### config.mk
export PLATFORM = sky130hd
export DESIGN_NAME = mode_ctrl
export DESIGN_NICKNAME = d
export VERILOG_FILES = /design/src/mode_ctrl_pkg.sv /design/src/mode_ctrl.sv
export VERILOG_INCLUDE_DIRS = /design/src
export SDC_FILE = /design/constraint.sdc
export NUM_CORES = 2
export LEC_CHECK = 0
export ABC_CLOCK_PERIOD_IN_PS = 4280
export BUFFER_PORTS_ARGS = -buffer_cell sky130_fd_sc_hd__clkbuf_2
export CAP_MARGIN = 20
export CORE_UTILIZATION = 34
export DETAILED_ROUTE_END_ITERATION = 8
export GPL_TIMING_DRIVEN = 0
export PLACE_DENSITY_LB_ADDON = 0.12
export SETUP_SLACK_MARGIN = 0.4
export SYNTH_ARGS = -nofsm -noshare
export SYNTH_HDL_FRONTEND = slang
export SYNTH_SLANG_ARGS = --single-unit
### constraint.sdc
create_clock -name clk -period 4.28 [get_ports clk]
set_input_delay 0 -clock clk [delete_from_list [all_inputs] [get_ports clk]]
set_output_delay 0 -clock clk [all_outputs]
set_load 0.01 [all_outputs]
### src/mode_ctrl_params.svh
// Purpose: offset, code, count and reset-value constants of the mode block
// Assumes: included by the package and by the mode block
// Notes: byte addresses on the plain register port, 12-bit wide
`ifndef MODE_CTRL_PARAMS_SVH
`define MODE_CTRL_PARAMS_SVH

// register port layout
`define ADDR_W 12
`define OFS_STATUS 12'h000
`define OFS_COUNTER 12'h004
`define OFS_PIN_TRY 12'h008
`define OFS_PIN_NEW 12'h00c
`define OFS_LOCK 12'h010
`define OFS_MODE 12'h014
`define OFS_CFG_BASE 12'h100
`define OFS_USER_BASE 12'h200
`define PAGE_BYTES 4
`define PAGE_SHIFT 2
`define CFG_PAGES 16
`define USER_PAGES 16
`define PAGE_IDX_W 4

// reset and factory values
`define PIN_DEFAULT 32'h000e215
`define COUNTER_INIT 24'h000000
`define PAGE_INIT 32'h00000000

// frame codes
`define TYPE_RED_PRESS 8'h05
`define TYPE_RED_RELEASE 8'h06
`define TYPE_ROCKER 8'hf6
`define TYPE_RED_SECURE 8'h7f
`define TYPE_SECURE 8'h30
`define ID_EXT_MSB 8'hfe
`define LEN_RED_NORMAL 4'h6
`define LEN_ROCKER 4'h8
`define ADDR_CTL_ORIG32 3'b001
`define EXT_HDR_NONE 1'b0
`define TTYPE_ROCKER 4'b0000
`define TTYPE_SECURE 4'b0111

// redundancy and sequence counts
`define REP_NORMAL 2'h3
`define REP_SECURE 2'h2
`define REP_TEACH 2'h1
`define TEACH_PRESS 3'h2
`define RESET_CYCLES 3'h7

`endif

### src/mode_ctrl_pkg.sv
// Purpose: types shared by the mode block and its environment
// Assumes: mode_ctrl_params.svh holds every number
// Notes: enum codes left to the tool
`default_nettype none
`include "mode_ctrl_params.svh"
package mode_ctrl_pkg;

  typedef enum logic [1:0] {MODE_NORMAL, MODE_SEC_IMPL, MODE_SEC_EXPL} mode_e;
  typedef enum logic [1:0] {CHORD_NONE, CHORD_TWO, CHORD_THREE,
                            CHORD_FOUR} chord_e;
  typedef enum logic [1:0] {TEL_DATA, TEL_TEACH1, TEL_TEACH2} tel_kind_e;
  typedef enum logic {SEQ_IDLE, SEQ_ACTIVE} seq_e;

  // one telegram request towards the radio
  typedef struct packed {
    logic valid;
    tel_kind_e kind;
    logic second;
    logic reduced;
    logic [7:0] frame_type;
    logic [7:0] header;
    logic [3:0] length;
    logic [1:0] repeats;
    logic rocker;
    logic [23:0] counter;
    logic [7:0] data;
    logic [31:0] transmitter_identifier;
    logic [3:0] check;
    logic opt_data;
    logic [7:0] exp_type;
    logic [7:0] exp_id_msb;
  } tel_s;

  // whole state of the mode block
  typedef struct packed {
    logic [5:0] sync1;
    logic [5:0] sync2;
    logic bow_prev;
    mode_e mode;
    logic unlocked;
    logic [31:0] pin;
    seq_e seq;
    chord_e chord;
    logic rocker;
    logic [2:0] count;
    logic teach2_pend;
    logic teach2_now;
    logic [23:0] counter;
    logic [`CFG_PAGES-1:0][31:0] cfg;
    logic [`USER_PAGES-1:0][31:0] user;
    logic [31:0] rdata;
    tel_s tel;
    logic freset;
  } state_s;

endpackage
`default_nettype wire

### src/mode_ctrl.sv
// Purpose: chord and bow sequence decoding, telegram framing, pin lock
// Assumes: contacts, bow and protocol select come from pins, unsynchronised
// Notes: one telegram request per cycle; the radio does timing and crypto
//
// Local design decisions: the register offsets and strobed register access.
`timescale 1ns/1ps
`default_nettype none
`include "mode_ctrl_params.svh"

// Overview of operation
// - one full channel pair selects implicit secure
// - any three contacts select explicit secure
// - four contacts, first press selects normal
// - three chord tap teaches if already explicit
// - second press switches mode, sends teach one
// - following release always sends teach two
// - four chord, seven taps start factory reset
// - factory reset keeps the user pages and the counter
// - first protocol frame choice follows mode
// - reduced normal frame is six bytes
// - reduced normal type five or six
// - reduced frames carry four-bit check
// - reduced secure frame type 0x7f, expands 0x30
// - expanded secure id gains 0xfe msb
// - explicit counter uses encrypted rocker frame
// - second protocol normal header 001, 0, 0000
// - second protocol secure header type 0111
// - second protocol never sends optional data
// - normal sent three times, secure twice
// - config locked until 32-bit pin matches
// - config memory addressed in four-byte pages
// - counter starts zero, counts every telegram
// - teach rocker names fully pressed pair
module mode_ctrl
  import mode_ctrl_pkg::*;
#(
  parameter logic [31:0] TX_ID = 32'h00000001 // arbitrary value
) (
  input wire logic clk,
  input wire logic rst_n,
  input wire logic ce,
  input wire logic a_upper,
  input wire logic a_lower,
  input wire logic b_upper,
  input wire logic b_lower,
  input wire logic bow,
  input wire logic proto_second,
  input wire logic [`ADDR_W-1:0] addr,
  input wire logic [31:0] wdata,
  input wire logic wr,
  input wire logic rd,
  output logic [31:0] rdata,
  output tel_s tel,
  output mode_e mode,
  output logic unlocked,
  output logic freset
);

  state_s q;
  state_s nxt_q;

  // chord class of the four contacts {a_up, a_lo, b_up, b_lo}
  // two contacts of different channels match no chord at all
  function automatic chord_e classify(input logic [3:0] c);
    logic [2:0] n;
    n = 3'({2'h0, c[3]} + {2'h0, c[2]} + {2'h0, c[1]} + {2'h0, c[0]});
    if (n == 3'h4) begin
      classify = CHORD_FOUR;
    end else if (n == 3'h3) begin
      classify = CHORD_THREE;
    end else if (c == 4'hc || c == 4'h3) begin
      classify = CHORD_TWO;
    end else begin
      classify = CHORD_NONE;
    end
  endfunction

  // nibble sum over the frame type, data and identifier
  // a plain sum is cheap in gates but only catches single nibble errors
  function automatic logic [3:0] nib_sum(input logic [7:0] t,
                                         input logic [7:0] d,
                                         input logic [31:0] id);
    logic [3:0] s;
    s = t[7:4] + t[3:0] + d[7:4] + d[3:0];
    for (int i = 0; i < 8; i++) begin
      s = s + id[i*4 +: 4];
    end
    nib_sum = s;
  endfunction

  // format one telegram from mode, protocol and switch state
  function automatic tel_s build(input tel_kind_e kind, input mode_e m,
                                 input logic second, input logic pressed,
                                 input logic [3:0] c, input logic rk,
                                 input logic [23:0] cnt);
    tel_s t;
    t = '0;
    t.valid = 1'b1;
    t.kind = kind;
    t.second = second;
    t.rocker = rk;
    t.counter = cnt;
    t.data = {3'h0, pressed, c};
    t.transmitter_identifier = TX_ID;
    t.opt_data = 1'b0;
    if (kind != TEL_DATA) begin
      t.repeats = `REP_TEACH; // teach parts are too long for redundancy
    end else if (m == MODE_NORMAL) begin
      t.repeats = `REP_NORMAL;
    end else begin
      t.repeats = `REP_SECURE;
    end
    // the second protocol has no reduced frames, only the header differs
    if (second) begin
      t.reduced = 1'b0;
      if (m == MODE_NORMAL && kind == TEL_DATA) begin
        t.frame_type = `TYPE_ROCKER;
        t.header = {`ADDR_CTL_ORIG32, `EXT_HDR_NONE, `TTYPE_ROCKER};
      end else begin
        t.frame_type = `TYPE_SECURE;
        t.header = {`ADDR_CTL_ORIG32, `EXT_HDR_NONE, `TTYPE_SECURE};
      end
      t.exp_type = t.frame_type;
    end else if (kind != TEL_DATA || m == MODE_SEC_EXPL) begin
      // explicit counter needs the full encrypted rocker frame
      t.reduced = 1'b0;
      t.frame_type = `TYPE_SECURE;
      t.exp_type = `TYPE_SECURE;
    end else if (m == MODE_SEC_IMPL) begin
      t.reduced = 1'b1;
      t.frame_type = `TYPE_RED_SECURE;
      t.exp_type = `TYPE_SECURE;
      t.exp_id_msb = `ID_EXT_MSB;
    end else begin
      t.reduced = 1'b1;
      t.length = `LEN_RED_NORMAL;
      t.frame_type = pressed ? `TYPE_RED_PRESS : `TYPE_RED_RELEASE;
      t.exp_type = `TYPE_ROCKER;
    end
    if (t.reduced) begin
      t.check = nib_sum(t.frame_type, t.data, TX_ID);
    end
    build = t;
  endfunction

  logic press;
  logic release_e;
  logic [3:0] cont;
  logic proto2;
  chord_e ch;
  logic rk_now;
  logic page_cfg;
  logic page_user;
  logic [`PAGE_IDX_W-1:0] page;

  // address split: byte lanes, page index, then the area above both
  localparam int AREA_LSB = `PAGE_SHIFT + `PAGE_IDX_W;
  localparam int AREA_W = `ADDR_W - AREA_LSB;
  logic [AREA_W-1:0] area;
  logic [AREA_W-1:0] cfg_area;
  logic [AREA_W-1:0] user_area;
  logic [31:0] status_word;

  // decoded inputs from the second synchroniser stage only
  assign press = q.sync2[4] & ~q.bow_prev;
  assign release_e = ~q.sync2[4] & q.bow_prev;
  assign cont = q.sync2[3:0];
  assign proto2 = q.sync2[5];
  assign ch = classify(cont);
  assign rk_now = (cont[3:2] == 2'b11) ? 1'b0 : 1'b1;

  // page decode: a page is the smallest unit, low address bits ignored;
  // there are no byte lanes, so software always moves whole pages
  assign page = addr[`PAGE_SHIFT +: `PAGE_IDX_W];

  // area decode above the page index; the shifted base offsets are cut
  // to the area width on purpose, their upper bits are known zero
  assign area = addr[`ADDR_W-1:AREA_LSB];
  assign cfg_area = AREA_W'(`OFS_CFG_BASE >> AREA_LSB);
  assign user_area = AREA_W'(`OFS_USER_BASE >> AREA_LSB);
  assign page_cfg = (area == cfg_area);
  assign page_user = (area == user_area);

  // status word; bit 3 is spare and reads zero like the upper bits
  assign status_word = {23'h000000, q.teach2_pend, q.count, proto2, 1'b0,
                        q.unlocked, q.mode};

  // next-state logic: sequences, telegrams, then register port
  always_comb begin
    logic [2:0] cnt;
    cnt = 3'h1;
    nxt_q = q;
    nxt_q.tel.valid = 1'b0;
    nxt_q.freset = 1'b0;
    nxt_q.teach2_now = 1'b0;
    nxt_q.sync1 = {proto_second, bow, a_upper, a_lower, b_upper, b_lower};
    nxt_q.sync2 = q.sync1;
    nxt_q.bow_prev = q.sync2[4];

    // a bow edge decoded in this cycle is lost; a hand cannot tap twice
    // within one clock, so the simpler priority costs nothing in use
    if (q.teach2_now) begin
      // second half of a tap-triggered teach-in
      nxt_q.tel = build(TEL_TEACH2, q.mode, proto2, 1'b0, cont, q.rocker,
                        q.counter);
    end else if (press) begin
      if (q.seq == SEQ_ACTIVE && ch == q.chord) begin
        cnt = q.count + 3'h1;
      end
      if (ch == CHORD_NONE) begin
        nxt_q.seq = SEQ_IDLE;
        nxt_q.teach2_pend = 1'b0;
        nxt_q.tel = build(TEL_DATA, q.mode, proto2, 1'b1, cont, rk_now,
                          q.counter);
      end else begin
        nxt_q.seq = SEQ_ACTIVE;
        nxt_q.chord = ch;
        nxt_q.count = cnt;
        nxt_q.rocker = rk_now;
        // count is three bits: an eighth press of one chord wraps to zero,
        // matches no entry and so leaves the mode alone
        if (ch == CHORD_FOUR && cnt == 3'h1) begin
          nxt_q.mode = MODE_NORMAL;
        end else if (ch != CHORD_FOUR && cnt == `TEACH_PRESS) begin
          // mode follows the chord, then first teach part
          nxt_q.mode = (ch == CHORD_TWO) ? MODE_SEC_IMPL : MODE_SEC_EXPL;
          nxt_q.tel = build(TEL_TEACH1, nxt_q.mode, proto2, 1'b1, cont,
                            rk_now, q.counter);
          nxt_q.teach2_pend = 1'b1;
        end
      end
    end else if (release_e) begin
      if (q.teach2_pend) begin
        // contacts at this release do not matter
        nxt_q.tel = build(TEL_TEACH2, q.mode, proto2, 1'b0, cont, q.rocker,
                          q.counter);
        nxt_q.teach2_pend = 1'b0;
        nxt_q.seq = SEQ_IDLE;
      end else if (q.seq == SEQ_ACTIVE && ch != q.chord) begin
        nxt_q.seq = SEQ_IDLE; // chord let go mid-sequence
      end else if (q.seq == SEQ_ACTIVE && q.chord == CHORD_THREE &&
                   q.count == 3'h1) begin
        if (q.mode == MODE_SEC_EXPL) begin
          // teach only when explicit secure is already set
          nxt_q.tel = build(TEL_TEACH1, q.mode, proto2, 1'b0, cont, q.rocker,
                            q.counter);
          nxt_q.teach2_now = 1'b1;
        end
      end else if (q.seq == SEQ_ACTIVE && q.chord == CHORD_FOUR &&
                   q.count == `RESET_CYCLES) begin
        // factory defaults; user pages and counter kept
        nxt_q.freset = 1'b1;
        nxt_q.seq = SEQ_IDLE;
        nxt_q.mode = MODE_NORMAL;
        nxt_q.pin = `PIN_DEFAULT;
        nxt_q.unlocked = 1'b0;
        for (int i = 0; i < `CFG_PAGES; i++) begin
          nxt_q.cfg[i] = `PAGE_INIT;
        end
      end else if (q.seq == SEQ_IDLE) begin
        nxt_q.tel = build(TEL_DATA, q.mode, proto2, 1'b0, cont, rk_now,
                          q.counter);
      end
    end

    // every telegram handed to the radio advances the counter
    // 24 bits wrap silently; a lifetime of taps stays far below that
    if (nxt_q.tel.valid) begin
      nxt_q.counter = q.counter + 24'h000001;
    end

    // register writes; one landing with a factory reset is dropped so
    // the restored defaults cannot be overwritten in the same cycle
    if (wr && !nxt_q.freset) begin
      unique case (1'b1)
        addr == `OFS_PIN_TRY: nxt_q.unlocked = (wdata == q.pin);
        addr == `OFS_PIN_NEW: begin
          if (q.unlocked) begin
            nxt_q.pin = wdata;
          end
        end
        addr == `OFS_LOCK: nxt_q.unlocked = 1'b0;
        addr == `OFS_MODE: begin
          // mode change over the port only after unlock
          if (q.unlocked && wdata[1:0] != 2'h3) begin
            nxt_q.mode = mode_e'(wdata[1:0]);
          end
        end
        page_cfg: begin
          if (q.unlocked) begin
            nxt_q.cfg[page] = wdata;
          end
        end
        page_user: nxt_q.user[page] = wdata;
        default: ;
      endcase
    end

    // register reads, answer in the following cycle only
    nxt_q.rdata = 32'h00000000;
    if (rd) begin
      unique case (1'b1)
        addr == `OFS_STATUS: nxt_q.rdata = status_word;
        addr == `OFS_COUNTER: nxt_q.rdata = {8'h00, q.counter};
        page_cfg: begin
          if (q.unlocked) begin
            nxt_q.rdata = q.cfg[page];
          end
        end
        page_user: nxt_q.rdata = q.user[page];
        default: nxt_q.rdata = 32'h00000000;
      endcase
    end

    // frozen while the clock enable is low; placed last so that nothing
    // above, the synchronisers included, can slip past it
    if (!ce) begin
      nxt_q = q;
    end
  end

  // single state register; resets to constants only
  // the struct is cleared first, then mode, seq, chord, pin and counter get their named defaults
  always_ff @(posedge clk or negedge rst_n) begin
    if (!rst_n) begin
      q <= '0;
      q.mode <= MODE_NORMAL;
      q.seq <= SEQ_IDLE;
      q.chord <= CHORD_NONE;
      q.pin <= `PIN_DEFAULT;
      q.counter <= `COUNTER_INIT;
    end else begin
      q <= nxt_q;
    end
  end

  // outputs straight from the state register
  assign rdata = q.rdata;
  assign tel = q.tel;
  assign mode = q.mode;
  assign unlocked = q.unlocked;
  assign freset = q.freset;

endmodule // mode_ctrl
`default_nettype wire

==> impl_metrics.env <==
export IMPL_synth_edff_count=0
export IMPL_multiInputGateArea_um2=24140
export IMPL_holdWs_ns=0.05209
export IMPL_cp_max_fo=10
export IMPL_async_flop_share_pct=100.0
export IMPL_fin_nets=5411
export IMPL_final_cells=7628
export IMPL_area_growth_pct=17.53
export IMPL_place_congestion=0.9496
export IMPL_crit_path_start_kind="input port"
export IMPL_drv_cap=0
export IMPL_cp_arrival_ns=4.64
export IMPL_clockBufferDepth=3
export IMPL_fillers=16045
export IMPL_grt_first_pass_wirelength_um=305900
export IMPL_fin_crit_ns=3.986
export IMPL_utilization_pct=40.38
export IMPL_path_clk_slew_ns=0.06
export IMPL_io_pins=204
export IMPL_p_clk_share_pct=44.7
export IMPL_final_setup_viol_count=0
export IMPL_drive_gt1_share_pct=28.47
export IMPL_root_buffer="clkbuf_16"
export IMPL_hp_class="in2reg"
export IMPL_cts_tree="built"
export IMPL_avgSynthCellArea_um2=11.57
export IMPL_seqPwrFrac_pct=43.7
export IMPL_endpoint_kind="flip-flop"
export IMPL_r2r_start="cont[0]"
export IMPL_placedCellCount=7300
export IMPL_skew_ns=0.03057
export IMPL_yosysTopAreaCellShare_pct=52.05
export IMPL_antenna_found_initial=9
export IMPL_ys_types=75
export IMPL_seq_area_um2=29790
export IMPL_rsz0062_at_grt="no"
export IMPL_maxSlewHeadroom_pct=14.82
export IMPL_htreeDepth=4
export IMPL_tightest_slew_ns=1.273
export IMPL_fp_dieW_um=411.0
export IMPL_dr_pass1_iters=5
export IMPL_p_per_area_nw_per_um2=401.7
export IMPL_status="complete, no violations"
export IMPL_ir_drop_v=0.0002865
export IMPL_numPortBuffers=125
export IMPL_mostFrequentLayoutCell="dfrtp_1"
export IMPL_hpwl_um=159700
export IMPL_finalHoldViolations=0
export IMPL_switching_share_pct=26.92
export IMPL_rows=149
export IMPL_ys_seq_area_share_pct=52.37
export IMPL_slew_viol_final=0
export IMPL_p_leak_nw=31.57
export IMPL_via_per_inst=5.389
export IMPL_vias=41110
export IMPL_synth_main_ff_cell="dfrtp_1"
export IMPL_die_height_um=411.0
export IMPL_post_route_period_util_pct=93.14
export IMPL_core_area_um2=165500
export IMPL_grt_max_degree=105
export IMPL_overflow=0
export IMPL_p_switching_w=0.007230
export IMPL_synth_area_um2=56880
export IMPL_ys_seq_elements=1190
export IMPL_crit_start="addr[5]"
export IMPL_dieArea_um2=168900
export IMPL_final_cell_mix="1182 x dfrtp_1, 1164 x nand2_1, 454 x mux2_2"
export IMPL_grt_pass1_vias=41152
export IMPL_crit_required_ns=4.93
export IMPL_drc=0
export IMPL_drt_iter0_drc=3871
export IMPL_synthTopCellsByArea="dfrtp_1 52%, mux4_2 11%, mux2_2 9.0%"
export IMPL_clkSinkCount=1190
export IMPL_ant_nets=0
export IMPL_synth_area_leader_cell="dfrtp_1"
export IMPL_cts_made_buffers=141
export IMPL_fmax_ghz=0.2509
export IMPL_netlist_instances=4918
export IMPL_wl_per_cell_um=27.73
export IMPL_combPwrFrac_pct=11.6
export IMPL_drt_wl_total_um=211500
export IMPL_crit_type="in2reg"
export IMPL_clock_latency_ns=0.80
export IMPL_yosys_warnings=0
export IMPL_fin_area_um2=66850
export IMPL_hold_start="wdata[22]"
export IMPL_p_int_w=0.01962
export IMPL_place_area_um2=60950
export IMPL_grt_use_total_pct=25.15
export IMPL_start_util_pct=34.36
worst max-delay path, stage by stage:
cell and delay [ns]:
dlygate4sd3_1 0.57, clkbuf_2 0.27, clkbuf_1 0.76, clkbuf_1 0.94, clkbuf_2 0.82, mux4_2 0.51
a211oi_1 0.58, nor2_1 0.10
power by group through the flow:
stage | Clock [W] | Combinational, W | Sequential [W]
2_1_floorplan | 0 | 0.00180 | 0.0118
3_3_place_gp | 0 | 0.00297 | 0.0120
3_5_place_dp | 0 | 0.00306 | 0.0119
4_1_cts | 0.0123 | 0.00313 | 0.0117
5_1_grt | 0.0127 | 0.00341 | 0.0118
6_report | 0.0120 | 0.00311 | 0.0117
sequential cells by signal, indices dropped and copies added, names as in the netlist:
register / cells
proto2: 1
freset: 1
rdata: 32
q: 1097
mode: 2
cont: 4
tel: 52
unlocked: 1
area by class of cell:
class,instances,share of cell area (%)
diodes,5,0.01872
plain buffers,611,5.314
clock buffers,204,6.130
clock inverters,43,0.6907
inverters,33,0.1853
multi-input cells,3127,36.12
flip-flops and latches,1190,44.56
well taps,2189,4.097
repair buffers,226,2.882
cell families after synthesis:
logic type | Yosys count | share of synthesized area, %
and+or+nand+nor | 1553 | 11.61
DFF | 1190 | 52.37
muxes | 854 | 22.34
buffers and inverters | 644 | 5.869
AOI/OAI and AO/OA | 587 | 6.184
xor gates and xnor gates | 63 | 0.9701
adders and majority gates | 26 | 0.6511
other | 1 | 0.006593
metal layers:
| metal | track usage, % | routed length, um | vias to the layer above |
|---|---|---|---|
| met3 | 4.331 | 12280 | 370 |
| met2 | 40.47 | 99450 | 1357 |
| li1 | - | - | 17851 |
| met4 | 9.332 | 8336 | 4 |
| met5 | 0 | 30 | - |
| met1 | 33.93 | 91410 | 21528 |
final timing paths:
check,endpoint,slack (ns),cells after the start
worst min-delay path,q[584],0.05,2
worst max register to register,q[734],0.49,11
min in group asynchronous,q[1135],0.45,4
worst min register to register,tel[73],0.47,2
max in group asynchronous,q[502],2.23,6
worst max-delay path,rdata[2],0.29,8
synth_stat cells, types with 10 or more instances:
master       n
o21ai_0    324
a21oi_1     34
a31oi_1     20
mux2_2     454
and3_1      11
o22ai_1     15
a22oi_1     16
mux4_2     280
nor2b_1     10
nand3_1    203
nand2_1   1164
xor2_1      13
dfrtp_1   1183
buf_4      195
mux2i_1     52
nand4_1     28
clkbuf_1   252
nor4_1      10
ha_1        20
a22o_1      57
inv_1       33
a221o_1     21
mux2_1      68
buf_2      101
nor2_1      44
o21ai_1     47
nor3_1      11
buf_1       48
xnor2_1     50
nand2b_1    10
through the flow:
| stage | total power, W | setup WS (ns) | setup TNS, ns |
|---|---|---|---|
| after floorplan | 0.01364 | 0.8149 | 0 |
| final | 0.02685 | 0.2936 | 0 |
| after CTS | 0.02713 | 0.3839 | 0 |
| after global placement | 0.01494 | -28.00 | - |
| after global routing | 0.02787 | 0.4200 | 0 |
| after detailed placement | 0.01499 | -0.4302 | -129.85 |
repair_timing:
item	in CTS	in global routing
endpoints found under the setup margin	1123	1012
resized for setup	118	65
hold endpoints to repair	747	0
buffers inserted	13	12
pin swaps	5	3
hold buffers	49	0
gates cloned	0	1
Power figures use the tool's default switching activity.
